<file path="src/core/opc_cfg.svh">
`ifndef OPC_CFG_SVH
`define OPC_CFG_SVH

// Register byte offsets; configuration words sit at index = offset / 4
`define OFS_CTRL        8'h00
`define OFS_CFG_LAST    8'h34
`define OFS_STATUS      8'h38
`define OFS_IRQ_STAT    8'h3c
`define OFS_IRQ_MASK    8'h40

// Configuration word indexes
`define CFG_WORDS       14
`define IDX_CTRL        4'd0
`define IDX_PWM_LO      4'd1
`define IDX_PWM_HI      4'd2
`define IDX_PWM_ALARM   4'd3
`define IDX_PERIOD      4'd4
`define IDX_MIN_ON      4'd5
`define IDX_MIN_OFF     4'd6
`define IDX_RLY_LEVEL   4'd7
`define IDX_RLY_HYST    4'd8
`define IDX_CUR_IN_LO   4'd9
`define IDX_CUR_IN_HI   4'd10
`define IDX_CUR_OUT_LO  4'd11
`define IDX_CUR_OUT_HI  4'd12
`define IDX_CUR_ALARM   4'd13

// Control word fields
`define CTRL_PWM_EN     0
`define CTRL_RLY_EN     1
`define CTRL_CUR_EN     2
`define CTRL_MASK       16'h0007

// Reset values
`define RST_CTRL        16'h0000
`define RST_PWM_HI      16'h03e8
`define RST_PERIOD      16'h03e8
`define RST_MIN_HOLD    16'h0064
`define RST_CUR_IN_HI   16'h03e8
`define RST_CUR_OUT_LO  16'h0fa0
`define RST_CUR_OUT_HI  16'h4e20
`define RST_CUR_ALARM   16'h0fa0

// Timing: 50 MHz clock, millisecond time base
`define CLK_PERIOD_NS   20
`define MS_NS           1000000
`define MS_CYCLES       (`MS_NS / `CLK_PERIOD_NS)
// Shortest period, 0.1 s, held in milliseconds
`define PERIOD_MIN_MS   16'd100

// Hardware current limits in microamperes (3 to 22 mA)
`define CUR_HW_MIN_UA   16'd3000
`define CUR_HW_MAX_UA   16'd22000

// Interrupt event bits
`define EVT_WIDTH       4

`endif

</file>
<file path="src/core/opc_pkg.sv">
package opc_pkg;

	// Quality reported by the source channel with each value
	typedef enum logic [1:0] {
		SRC_OK,
		SRC_ERROR,
		SRC_BELOW_RANGE_STATE,
		SRC_ABOVE_RANGE_STATE
	} src_state_t;

	typedef struct packed {
		logic signed [15:0] value;
		src_state_t         state;
	} src_sample_t;

	// Everything the block drives toward the output stages
	typedef struct packed {
		logic        pwmOut;
		logic        relayOut;
		logic [15:0] currentUa;
	} drive_t;

	typedef enum logic [1:0] {
		DIV_LOAD,
		DIV_RUN,
		DIV_DONE
	} div_state_t;

endpackage

</file>
<file path="src/core/seq_divider.sv">
`timescale 1ns/1ps
// Free-running restoring divider: loads, runs 32 steps, reports, reloads.
module seq_divider (
	input  wire logic        clk,
	input  wire logic        arst_n,
	input  wire logic [31:0] dividend,
	input  wire logic [15:0] divisor,
	output logic             done,
	output logic [15:0]      quotient
);
	import opc_pkg::*;

	div_state_t  state_r;
	logic [31:0] quo_r;
	logic [16:0] rem_r;
	logic [15:0] den_r;
	logic [4:0]  step_r;
	logic [16:0] shifted;

	assign shifted = {rem_r[15:0], quo_r[31]};

	// One bit per cycle; slow but tiny, and the users change slowly
	always_ff @(posedge clk or negedge arst_n) begin
		if (!arst_n) begin
			state_r <= DIV_LOAD;
			quo_r   <= 32'h0000_0000;
			rem_r   <= 17'h0_0000;
			den_r   <= 16'h0000;
			step_r  <= 5'h00;
		end else begin
			case (state_r)
			DIV_LOAD: begin
				quo_r   <= dividend;
				rem_r   <= 17'h0_0000;
				den_r   <= divisor;
				step_r  <= 5'h00;
				state_r <= DIV_RUN;
			end
			DIV_RUN: begin
				if (shifted >= {1'b0, den_r}) begin
					rem_r <= shifted - {1'b0, den_r};
					quo_r <= {quo_r[30:0], 1'b1};
				end else begin
					rem_r <= shifted;
					quo_r <= {quo_r[30:0], 1'b0};
				end
				step_r <= step_r + 5'h01;
				if (step_r == 5'h1f) begin
					state_r <= DIV_DONE;
				end
			end
			default: begin
				state_r <= DIV_LOAD;
			end
			endcase
		end
	end

	// Result saturates; a zero divisor yields all ones and callers guard it
	always_ff @(posedge clk or negedge arst_n) begin
		if (!arst_n) begin
			done     <= 1'b0;
			quotient <= 16'h0000;
		end else begin
			done <= (state_r == DIV_DONE);
			if (state_r == DIV_DONE) begin
				quotient <= (|quo_r[31:16]) ? 16'hffff : quo_r[15:0];
			end
		end
	end

endmodule

</file>
<file path="src/core/hyst_relay.sv">
`timescale 1ns/1ps
// Next state of a below-level relay with symmetric hysteresis
module hyst_relay (
	input  wire logic signed [15:0] value,
	input  wire logic signed [15:0] level,
	input  wire logic        [15:0] hyst,
	input  wire logic               isOn,
	output logic                    nextOn
);
	logic signed [17:0] valueExt;
	logic signed [17:0] onThr;
	logic signed [17:0] offThr;

	// Widened so level +/- hysteresis never wraps
	assign valueExt = {{2{value[15]}}, value};
	assign onThr    = {{2{level[15]}}, level} - $signed({2'b00, hyst});
	assign offThr   = {{2{level[15]}}, level} + $signed({2'b00, hyst});

	always_comb begin
		if (hyst == 16'h0000) begin
			nextOn = (valueExt < onThr);
		end else if (valueExt < onThr) begin
			nextOn = 1'b1;
		end else if (valueExt > offThr) begin
			nextOn = 1'b0;
		end else begin
			nextOn = isOn;
		end
	end

endmodule

</file>
<file path="src/core/threshold_pwm_and_current_output.sv">
`timescale 1ns/1ps
`include "opc_cfg.svh"

// What this block does
// - PWM duty is zero, no high time, while value is below lower level.
// - PWM is high all period above upper level; duty varies in between.
// - Duty equals high time divided by the output period.
// - In alarm the PWM uses the alarm value against the same levels.
// - Alarm means source error, below-range or above-range state.
// - Period is one full output cycle, never shorter than 0.1 s.
// - Once high, PWM stays high at least the minimum high time.
// - Once low, PWM stays low at least the minimum low time.
// - Current path clamps the source to input lower and upper levels.
// - Clamped input maps linearly onto output levels, limited to that range.
// - In alarm the current is the alarm value limited to 3-22 mA.
// - Relay turns on below level minus hysteresis, off above level plus it.
// - Relay-type outputs show low as zero and high as one.
// - Below-level relay is high while value is under level, else low.
module threshold_pwm_and_current_output #(
	parameter int TICK_CYCLES = `MS_CYCLES
) (
	input  wire logic                 clk,
	input  wire logic                 arst_n,
	input  wire logic [7:0]           regAddr,
	input  wire logic [31:0]          regWrData,
	input  wire logic                 regWrite,
	input  wire logic                 regRead,
	output logic      [31:0]          regRdData,
	input  wire opc_pkg::src_sample_t src,
	output opc_pkg::drive_t           drive,
	output logic                      irq
);
	import opc_pkg::*;

	logic        [15:0]           cfg_r [0:`CFG_WORDS-1];
	logic        [`EVT_WIDTH-1:0] irqStat_r;
	logic        [`EVT_WIDTH-1:0] irqMask_r;
	logic        [`EVT_WIDTH-1:0] events;
	logic        [31:0]           rdMux;
	logic        [15:0]           tickCnt_r;
	logic                         msTick;
	logic        [15:0]           periodCnt_r;
	logic        [15:0]           highTime_r;
	logic        [15:0]           highTimeNxt;
	logic        [15:0]           stateMs_r;
	logic        [15:0]           minHold;
	logic                         boundary;
	logic                         pwm_r;
	logic                         pwmNxt;
	logic                         relay_r;
	logic                         relayNxt;
	logic                         relayCalc;
	logic        [15:0]           current_r;
	logic                         alarm;
	logic                         alarmPrev_r;
	logic signed [15:0]           effVal;
	logic        [15:0]           pwmNum;
	logic        [15:0]           pwmDen;
	logic                         pwmDivDone;
	logic        [15:0]           pwmQuot;
	logic signed [15:0]           curX;
	logic        [15:0]           curNum;
	logic        [15:0]           curDen;
	logic        [15:0]           curSpan;
	logic                         curRising;
	logic                         curDivDone;
	logic        [15:0]           curQuot;
	logic        [15:0]           curLin;
	logic        [15:0]           curOutMin;
	logic        [15:0]           curOutMax;

	// Named views of the configuration words
	logic signed [15:0] pwmLo;
	logic signed [15:0] pwmHi;
	logic signed [15:0] inLo;
	logic signed [15:0] inHi;
	logic        [15:0] period;
	logic        [15:0] outLo;
	logic        [15:0] outHi;
	logic               pwmEn;
	logic               relayEn;
	logic               curEn;

	assign pwmLo   = cfg_r[`IDX_PWM_LO];
	assign pwmHi   = cfg_r[`IDX_PWM_HI];
	assign inLo    = cfg_r[`IDX_CUR_IN_LO];
	assign inHi    = cfg_r[`IDX_CUR_IN_HI];
	assign period  = cfg_r[`IDX_PERIOD];
	assign outLo   = cfg_r[`IDX_CUR_OUT_LO];
	assign outHi   = cfg_r[`IDX_CUR_OUT_HI];
	assign pwmEn   = cfg_r[`IDX_CTRL][`CTRL_PWM_EN];
	assign relayEn = cfg_r[`IDX_CTRL][`CTRL_RLY_EN];
	assign curEn   = cfg_r[`IDX_CTRL][`CTRL_CUR_EN];

	function automatic logic [15:0] cfgReset(input logic [3:0] idx);
		case (idx)
		`IDX_CTRL:       cfgReset = `RST_CTRL;
		`IDX_PWM_HI:     cfgReset = `RST_PWM_HI;
		`IDX_PERIOD:     cfgReset = `RST_PERIOD;
		`IDX_MIN_ON:     cfgReset = `RST_MIN_HOLD;
		`IDX_MIN_OFF:    cfgReset = `RST_MIN_HOLD;
		`IDX_CUR_IN_HI:  cfgReset = `RST_CUR_IN_HI;
		`IDX_CUR_OUT_LO: cfgReset = `RST_CUR_OUT_LO;
		`IDX_CUR_OUT_HI: cfgReset = `RST_CUR_OUT_HI;
		`IDX_CUR_ALARM:  cfgReset = `RST_CUR_ALARM;
		default:         cfgReset = 16'h0000;
		endcase
	endfunction

	function automatic logic [15:0] clampU(
		input logic [15:0] v,
		input logic [15:0] lo,
		input logic [15:0] hi
	);
		clampU = (v < lo) ? lo : ((v > hi) ? hi : v);
	endfunction

	////////////////////////////////////////////////////////////////////////////
	// Register port

	// Configuration writes; the period is floored so it never drops below 0.1 s
	always_ff @(posedge clk or negedge arst_n) begin
		if (!arst_n) begin
			for (int i = 0; i < `CFG_WORDS; i++) begin
				cfg_r[i] <= cfgReset(4'(i));
			end
		end else if (regWrite && regAddr <= `OFS_CFG_LAST && regAddr[1:0] == 2'b00) begin
			if (regAddr[5:2] == `IDX_PERIOD && regWrData[15:0] < `PERIOD_MIN_MS) begin
				cfg_r[`IDX_PERIOD] <= `PERIOD_MIN_MS;
			end else if (regAddr[5:2] == `IDX_CTRL) begin
				cfg_r[`IDX_CTRL] <= regWrData[15:0] & `CTRL_MASK;
			end else begin
				cfg_r[regAddr[5:2]] <= regWrData[15:0];
			end
		end
	end

	// Read mux; unmapped or misaligned addresses read zero
	always_comb begin
		rdMux = 32'h0000_0000;
		if (regAddr <= `OFS_CFG_LAST && regAddr[1:0] == 2'b00) begin
			rdMux = {16'h0000, cfg_r[regAddr[5:2]]};
		end else if (regAddr == `OFS_STATUS) begin
			rdMux = {current_r, 13'h0000, alarm, relay_r, pwm_r};
		end else if (regAddr == `OFS_IRQ_STAT) begin
			rdMux = {28'h000_0000, irqStat_r};
		end else if (regAddr == `OFS_IRQ_MASK) begin
			rdMux = {28'h000_0000, irqMask_r};
		end
	end

	// Read data stands only in the cycle after the strobe
	always_ff @(posedge clk or negedge arst_n) begin
		if (!arst_n) begin
			regRdData <= 32'h0000_0000;
		end else begin
			regRdData <= regRead ? rdMux : 32'h0000_0000;
		end
	end

	////////////////////////////////////////////////////////////////////////////
	// Interrupts

	// Alarm entry, alarm exit, period boundary, relay change
	assign events = {relayNxt != relay_r, boundary, alarmPrev_r && !alarm,
		alarm && !alarmPrev_r};

	// Set beats a write-one-to-clear in the same cycle so no event is lost
	always_ff @(posedge clk or negedge arst_n) begin
		if (!arst_n) begin
			irqStat_r   <= '0;
			irqMask_r   <= '0;
			alarmPrev_r <= 1'b0;
		end else begin
			alarmPrev_r <= alarm;
			if (regWrite && regAddr == `OFS_IRQ_STAT) begin
				irqStat_r <= (irqStat_r & ~regWrData[`EVT_WIDTH-1:0]) | events;
			end else begin
				irqStat_r <= irqStat_r | events;
			end
			if (regWrite && regAddr == `OFS_IRQ_MASK) begin
				irqMask_r <= regWrData[`EVT_WIDTH-1:0];
			end
		end
	end

	assign irq = |(irqStat_r & irqMask_r);

	////////////////////////////////////////////////////////////////////////////
	// Source quality and millisecond time base

	assign alarm  = (src.state != SRC_OK);
	assign effVal = alarm ? $signed(cfg_r[`IDX_PWM_ALARM]) : src.value;

	always_ff @(posedge clk or negedge arst_n) begin
		if (!arst_n) begin
			tickCnt_r <= 16'h0000;
		end else begin
			tickCnt_r <= msTick ? 16'h0000 : tickCnt_r + 16'h0001;
		end
	end

	assign msTick = (tickCnt_r == 16'(TICK_CYCLES - 1));

	////////////////////////////////////////////////////////////////////////////
	// PWM generator

	// Position between the levels; divided by the span in the divider below
	assign pwmDen = (pwmHi > pwmLo) ? 16'(pwmHi - pwmLo) : 16'h0000;
	assign pwmNum = (effVal > pwmLo) ? 16'(effVal - pwmLo) : 16'h0000;

	seq_divider pwmDiv (
		.clk      (clk),
		.arst_n   (arst_n),
		.dividend (32'(pwmNum) * 32'(period)),
		.divisor  (pwmDen),
		.done     (pwmDivDone),
		.quotient (pwmQuot)
	);

	// High time of the coming period: duty times period
	always_comb begin
		if (effVal >= pwmHi) begin
			highTimeNxt = period;
		end else if (effVal <= pwmLo || pwmDen == 16'h0000) begin
			highTimeNxt = 16'h0000;
		end else begin
			highTimeNxt = pwmQuot;
		end
	end

	// Shrinking the period mid-cycle ends the current one at the next millisecond tick
	assign boundary = msTick && (periodCnt_r >= period - 16'h0001);

	always_ff @(posedge clk or negedge arst_n) begin
		if (!arst_n) begin
			periodCnt_r <= 16'h0000;
			highTime_r  <= 16'h0000;
		end else if (boundary) begin
			periodCnt_r <= 16'h0000;
			highTime_r  <= highTimeNxt;
		end else if (msTick) begin
			periodCnt_r <= periodCnt_r + 16'h0001;
		end
	end

	// A level may only be left once it has been held longer than its minimum
	assign minHold = pwm_r ? cfg_r[`IDX_MIN_ON] : cfg_r[`IDX_MIN_OFF];

	always_comb begin
		pwmNxt = pwm_r;
		if ((pwmEn && periodCnt_r < highTime_r) != pwm_r) begin
			if (minHold == 16'h0000 || stateMs_r > minHold) begin
				pwmNxt = !pwm_r;
			end
		end
	end

	always_ff @(posedge clk or negedge arst_n) begin
		if (!arst_n) begin
			pwm_r     <= 1'b0;
			stateMs_r <= 16'h0000;
		end else begin
			pwm_r <= pwmNxt;
			if (pwmNxt != pwm_r) begin
				stateMs_r <= 16'h0000;
			end else if (msTick && stateMs_r != 16'hffff) begin
				stateMs_r <= stateMs_r + 16'h0001;
			end
		end
	end

	////////////////////////////////////////////////////////////////////////////
	// Below-level relay

	hyst_relay belowRelay (
		.value  (src.value),
		.level  ($signed(cfg_r[`IDX_RLY_LEVEL])),
		.hyst   (cfg_r[`IDX_RLY_HYST]),
		.isOn   (relay_r),
		.nextOn (relayCalc)
	);

	// Alarm freezes the relay rather than guessing a safe side
	assign relayNxt = !relayEn ? 1'b0 : (alarm ? relay_r : relayCalc);

	always_ff @(posedge clk or negedge arst_n) begin
		if (!arst_n) begin
			relay_r <= 1'b0;
		end else begin
			relay_r <= relayNxt;
		end
	end

	////////////////////////////////////////////////////////////////////////////
	// Current output setpoint

	assign curX = (src.value < inLo) ? inLo : ((src.value > inHi) ? inHi : src.value);
	assign curNum    = (curX > inLo) ? 16'(curX - inLo) : 16'h0000;
	assign curDen    = (inHi > inLo) ? 16'(inHi - inLo) : 16'h0000;
	assign curRising = (outHi >= outLo);
	assign curSpan   = curRising ? outHi - outLo : outLo - outHi;
	assign curOutMin = curRising ? outLo : outHi;
	assign curOutMax = curRising ? outHi : outLo;

	seq_divider curDiv (
		.clk      (clk),
		.arst_n   (arst_n),
		.dividend (32'(curNum) * 32'(curSpan)),
		.divisor  (curDen),
		.done     (curDivDone),
		.quotient (curQuot)
	);

	// Output levels may run downward; the line then falls from lower to upper
	always_comb begin
		if (curDen == 16'h0000) begin
			curLin = outLo;
		end else if (curRising) begin
			curLin = clampU(outLo + curQuot, curOutMin, curOutMax);
		end else begin
			curLin = clampU(outLo - curQuot, curOutMin, curOutMax);
		end
	end

	always_ff @(posedge clk or negedge arst_n) begin
		if (!arst_n) begin
			current_r <= 16'h0000;
		end else if (!curEn) begin
			current_r <= 16'h0000;
		end else if (alarm) begin
			current_r <= clampU(cfg_r[`IDX_CUR_ALARM], `CUR_HW_MIN_UA, `CUR_HW_MAX_UA);
		end else if (curDivDone) begin
			current_r <= curLin;
		end
	end

	assign drive = '{pwmOut: pwm_r, relayOut: relay_r, currentUa: current_r};
endmodule

</file>
<file path="config.mk">
export PLATFORM = sky130hd
export DESIGN_NAME = threshold_pwm_and_current_output
export DESIGN_NICKNAME = d
export VERILOG_FILES = /design/src/core/opc_pkg.sv /design/src/core/seq_divider.sv /design/src/core/hyst_relay.sv /design/src/core/threshold_pwm_and_current_output.sv
export VERILOG_INCLUDE_DIRS = /design/src /design/src/core
export SDC_FILE = /design/constraint.sdc
export NUM_CORES = 2
export LEC_CHECK = 0
export BUFFER_PORTS_ARGS = -buffer_cell sky130_fd_sc_hd__buf_2
export CAP_MARGIN = 15
export CORE_UTILIZATION = 35
export DETAILED_ROUTE_END_ITERATION = 10
export HOLD_SLACK_MARGIN = 0.15
export PLACE_DENSITY = 0.61
export SLEW_MARGIN = 0
export SYNTH_ARGS = -nofsm -noshare
export SYNTH_HDL_FRONTEND = slang
export SYNTH_SLANG_ARGS = --single-unit
</file>
<file path="constraint.sdc">
create_clock -name clk -period 31.5 [get_ports clk]
set_input_delay 1.575 -clock clk [delete_from_list [all_inputs] [get_ports clk]]
set_output_delay 1.575 -clock clk [all_outputs]
set_load 0.03 [all_outputs]
</file>
==> After elaboration in Yosys (flattened, before gate mapping) <==
Index checks and enable logic that the tools add are counted.
{ "word_totals": {"mem_bits_rw": 0, "latch_bits": 0, "register_bits": 522, "romBits": 0, "output_inout_bits": 51, "mem_count": 0} }
{ "classes": {"div_mod_pow": 0, "n_mul": 2, "eq_ne": 19, "n_bitwise": 8, "shifts": 0, "n_reduce_logical": 36, "mux": 67, "add_sub_neg": 18, "magnitude_cmp": 26} }
{ "ops": {"columns": ["operator", "n"], "rows": [
  ["2-to-1 mux 16 bit", 38],
  ["bitwise mux 224 bit", 1],
  ["2-to-1 mux 160 bit", 1],
  ["subtractor 16 bit", 9],
  ["> comparator 16 bit", 8],
  ["case mux 32 bit (2 select lines)", 2],
  ["2-to-1 mux 32 bit", 3],
  ["binary-select mux 16 bit (select 4 bit)", 1],
  ["demux 16 bit (select 4 bit)", 1],
  ["logical NOT 16 bit", 4],
  ["< comparator 16 bit", 4],
  ["multiplier 16 x 16 -> 32 bit", 2],
  ["case mux 16 bit (2 select lines)", 2],
  ["adder 16 x 1 -> 16 bit, second input constant", 3],
  ["greater-or-equal comparator 16 bit", 3],
  ["greater-or-equal comparator 17 x 16 -> 1 bit", 2],
  ["OR reduction 16 bit", 2],
  ["case mux 5 bit (2 select lines)", 2],
  ["adder 16 x 17 -> 18 bit", 1],
  ["> comparator 16 x 18 -> 1 bit", 1],
  ["< comparator 16 x 18 -> 1 bit", 1],
  ["subtractor 16 x 17 -> 18 bit", 1],
  ["adder 16 bit", 1],
  ["equality test 16 bit, second input constant", 1],
  ["38 further kinds", 82]
]} }

==> Logic depth before layout (Yosys ltp) <==
{ "logic_depth": {"word_depth": 10, "mapped_depth": 48, "depth_no_buf": 45} }

==> Modules after synthesis <==
A second synthesis with hierarchy kept.
{ "unflattened": {"cells_unflattened": 6152, "hier_area_um2": 55877.3} }
{ "by_module_without_submodules": {"columns": ["mod", "seq_area_each_um2", "area_per_inst_um2", "cells_per_inst", "n_inst"], "rows": [
  ["threshold_pwm_and_current_output", 8734.6, 44012.2, 4859, 1],
  ["seq_divider at curDiv", 2202.1, 4693.3, 477, 1],
  ["seq_divider at pwmDiv", 2202.1, 4601.9, 473, 1],
  ["hyst_relay", 0.0, 2570.0, 343, 1]
]} }

==> Worst setup path before layout <==
OpenSTA, ideal clock, no wires.
{ "synth_timing": {"path_type": "input to register", "startpoint": "in src[11] in the netlist's numbering", "endpoint": "reg curDiv.quo_r[29]", "required_ps": 31354, "slack_ps": 18890, "setup_time_ps": 146, "n_path_buf": 2, "t_arrival_ps": 12463, "cell_stages": 46, "path_cell_list": "ha_1 a21o_1 a21o_1 a21o_1 a21o_1 a21o_1 a21oi_1 o2111ai_1 o31ai_2 buf_2 mux2i_1 mux2i_1 ha_1 fa_1 nor2b_1 o211ai_1 a21boi_0 o21ba_2 (+10 left out) inv_1 fa_1 fa_1 inv_1 fa_1 inv_1 ha_1 clkbuf_1 a2111oi_0 o21ai_0 a32oi_1 nor3_1 or3_1 a21oi_1 o21ai_0 a2111o_1 o21ai_0 a221oi_1"} }
{ "synth_between": {"elab_chain_len": 7, "word_cells_on_any_way": 9, "cone_classes": "add/sub (1); mul (1); order compare (3); mux (4)"} }
{ "synth_rtl": {"columns": ["element", "line", "source"], "rows": [
  ["start, declared", "threshold_pwm_and_current_output.sv:29", "input wire opc_pkg::src_sample_t src,"],
  ["> comparator 16 bit", "threshold_pwm_and_current_output.sv:298", "assign curX = (src.value < inLo) ? inLo : ((src.value > inHi) ? inHi : src.value);"],
  ["2-to-1 mux 16 bit", "threshold_pwm_and_current_output.sv:298", null],
  ["2-to-1 mux 16 bit *", "threshold_pwm_and_current_output.sv:298", null],
  ["subtractor 16 bit / > comparator 16 bit (equally long branches)", "threshold_pwm_and_current_output.sv:299", "assign curNum = (curX > inLo) ? 16'(curX - inLo) : 16'h0000;"],
  ["2-to-1 mux 16 bit *", "threshold_pwm_and_current_output.sv:299", null],
  ["multiplier 16 x 16 -> 32 bit *", "threshold_pwm_and_current_output.sv:309", ".dividend (32'(curNum) * 32'(curSpan)),"],
  ["case mux 32 bit (2 select lines) *", "seq_divider.sv:31", "case (state_r)"],
  ["end signal, assigned", "seq_divider.sv:33", "quo_r <= dividend;"],
  ["end signal, assigned", "seq_divider.sv:42", "quo_r <= {quo_r[30:0], 1'b1};"],
  ["end signal, assigned", "seq_divider.sv:45", "quo_r <= {quo_r[30:0], 1'b0};"],
  ["end, declared", "seq_divider.sv:14", "logic [31:0] quo_r;"]
]} }
Mark *: on every way between the ends. The rest lies on a longest branch, timed or not.
A chain may end at the register's enable or synchronous reset.

==> Final worst setup path <==
{ "layout_timing": {"startpoint": "in src[3] in the netlist's numbering", "endpoint": "reg curDiv.quo_r[29]"} }
Same word-level chain as after synthesis.

==> out/metrics.cfg <==
[die]
rows = 146
die_h_microns = 401
pin_count = 113
initial_utilization = 0.352
core-area_sq_mm = 0.158
fp.dieArea_sq_mm = 0.161
fp.dieW_microns = 401

[worst_setup_path]
crit_type = in -> reg
worstPathRequired_ns = 31.97
critPathMaxFanout = 16
critPathMostFrequentCell = fa_1
critPathLaunchType = input port
critPathArrivalTime_ns = 14.09
endpoint_kind = register
critical-path-max-stage-delay_ns = 0.86
critPathSlowestCell = o31ai_4

[min_path]
hp-class = reg -> reg

[grt]
grt_remaining_overflow = 0
grt_max_degree = 130
grt_pass1_vias = 46265
grt_pass1_wl_mm = 277
antenna_found_initial = 28
grtUsageTotal = 0.220

[yosys]
async_flop_share = 1.00
synth_edf_count = 0
synthDistinctLibCells = 89
yosysSeqAreaShare = 0.235
synth_seq_cells = 522
ys.flop_type = dfrtp_1
synthSimpleGateAreaFrac = 0.155
yosysWarnings = 0
netlist_instances = 6217
synthAdderAreaFrac = 0.278
syn_area_sq_mm = 0.0557
syn-num-nets = 7276
synth.area.mux_share = 0.0816
synth-xor-area-share = 0.0385
synth-compound-area-share = 0.139
avgSynthCellArea_sq_um = 8.96
synth_top_family_by_area = adder cells

[finish]
register_area_sq_mm = 0.0131
nets = 7238
fillers = 15872
final_common_cell = inv_1
multi_input_area_sq_mm = 0.0387
drive_above_1_share = 0.105
final_cell_area_sq_mm = 0.0607
final_cells = 8312
final_cell_mix = inv_1, nand2_1, ha_1
syn2layout_area_growth_pct = 9.03

[detailed_routing]
vias = 46184
remaining_drc_errors = 0
vias_per_cell = 5.56
drt_iter0_drc = 4403
wire_per_inst_microns = 21.3
dr.pass1.iters = 6
ant_nets = 0
routed_wl_mm = 177

[clocking]
cts_inserted_buffers = 67
clock_sinks = 522
clock_latency_ns = 0.69
cts_root_buf = clkbuf_16
cts.path.max_buffers = 3
cts_setup_buffers = 0
clkTransAtPathRegs_ns = 0.06
cts_tree = yes
h-tree-depth = 3
ctsResizeCount = 0
postCtsHoldBufs = 0

[placed_design]
place_inst = 8181
place.gp.congestion = 0.962
hpwlAfterDp_mm = 135
dpl_cell_area_sq_mm = 0.0584
port-buffer-count = 96

[sta]
worstMarginPinSlew_ns = 1.17
min_period_ns = 13.62
finalSetupViolCount = 0
relSlewSlack = 0.222
fmax_ghz = 0.0734
fin_setup_tns_ns = 0
rsz0062_at_grt = no
timing.final.crit_share = 0.432
final_max_slew_viol_count = 0
finalClockSkew_ns = 0.0403
final_hold_viol_count = 0

[run_status]
status = complete, no violations

[run]
cap_violations = 0

-- kinds of logic after synthesis --
kind of cell    Yosys count
xor+xnor                245
flops                   522
simple gates           1854
compound gates         1184
mux                     365
fa+ha+maj               997
buf+inv                1050
-- worst max-delay path: cells and delay by family --
family | cells | cell delay, ns
AO/OA/AOI/OAI | 19 | 5.25
AND/OR/NAND/NOR | 8 | 2.15
adder cells (fa/ha/maj) | 10 | 4.22
multiplexers | 2 | 0.36
buffers and inverters | 5 | 0.54
-- metrics by stage --
step	setup slack [ns]	hold slack, ns	utilization
after floorplan	18.89	0.425	-
after global placement	17.39	0.439	0.369
after detailed placement	17.32	0.455	0.369
after CTS	17.92	0.463	0.384
after global routing	16.89	0.486	0.384
final	17.88	0.465	0.384
-- flip-flops by register name, summed over array words and instances, names as in the netlist, 32 cells and up --
signal and flops:
pwmDiv.quo_r 32, cfg_r 112, curDiv.quo_r 32, regRdData 32
-- path summary, 6_finish.rpt --
| path | start | to | slack, ns | depth (start not counted) |
|---|---|---|---|---|
| hold / removal | tickCnt_r[0] | tickCnt_r[0] | 0.46 | 1 |
| min in group asynchronous | arst_n | tickCnt_r[3] | 0.94 | 1 |
| setup / recovery | src[3] | curDiv.quo_r[29] | 17.88 | 44 |
| setup reg to reg | inHi[9] | curDiv.quo_r[29] | 18.47 | 44 |
| max in group asynchronous | arst_n | curDiv.state_r[1] | 27.10 | 4 |
| hold reg to reg | tickCnt_r[0] | tickCnt_r[0] | 0.46 | 1 |
-- cells in the mapped netlist (all sizes together), types with 12 or more instances --
cell,instances,area (sq um)
nand2,718,2700
mux4,50,1130
clkbuf,232,871
a311oi,12,105
o22ai,33,206
and3,73,457
xnor2,148,1300
nor2,401,1510
dfrtp,481,12000
o31ai,40,305
o311ai,32,280
a22o,14,123
dfstp,41,1080
a211oi,38,285
nor4,45,288
nor2b,51,319
ha,597,7470
o22a,37,324
nand2b,58,363
inv,758,2850
nor3,104,531
a21oi,269,1360
a21o,125,938
fa,400,8010
buf,59,293
o211ai,32,240
o21ai,289,1450
nand4,73,457
mux2,213,2400
a2111oi,12,124
xor2,97,850
or3,25,156
nand3,124,626
mux2i,102,1020
a21boi,14,105
o21a,43,323
and2,117,732
a31oi,52,325
o21bai,27,203
or2,16,100
-- layer usage --
layer  track usage  part of all wire  vias to the layer above  routed length (microns)
met2         0.346              0.45                     1709                    79100
li1              -                 -                    21187                        -
met5             0           0.00027                        -                       48
met1         0.303              0.44                    22958                    78200
met3        0.0396             0.078                      322                    13800
met4        0.0766             0.034                        8                     6040
-- final cells by class --
class	instances	area share
clock inverter	24	0.00606
timing repair buffer	184	0.0192
tap	2072	0.0427
sequential	522	0.216
multi-input combinational	4645	0.637
inverter	759	0.0469
antenna	8	0.000330
clock buffer	98	0.0318
Power is not shown: default switching activity piles up to over one toggle a cycle in this logic, so the estimate is an artifact.
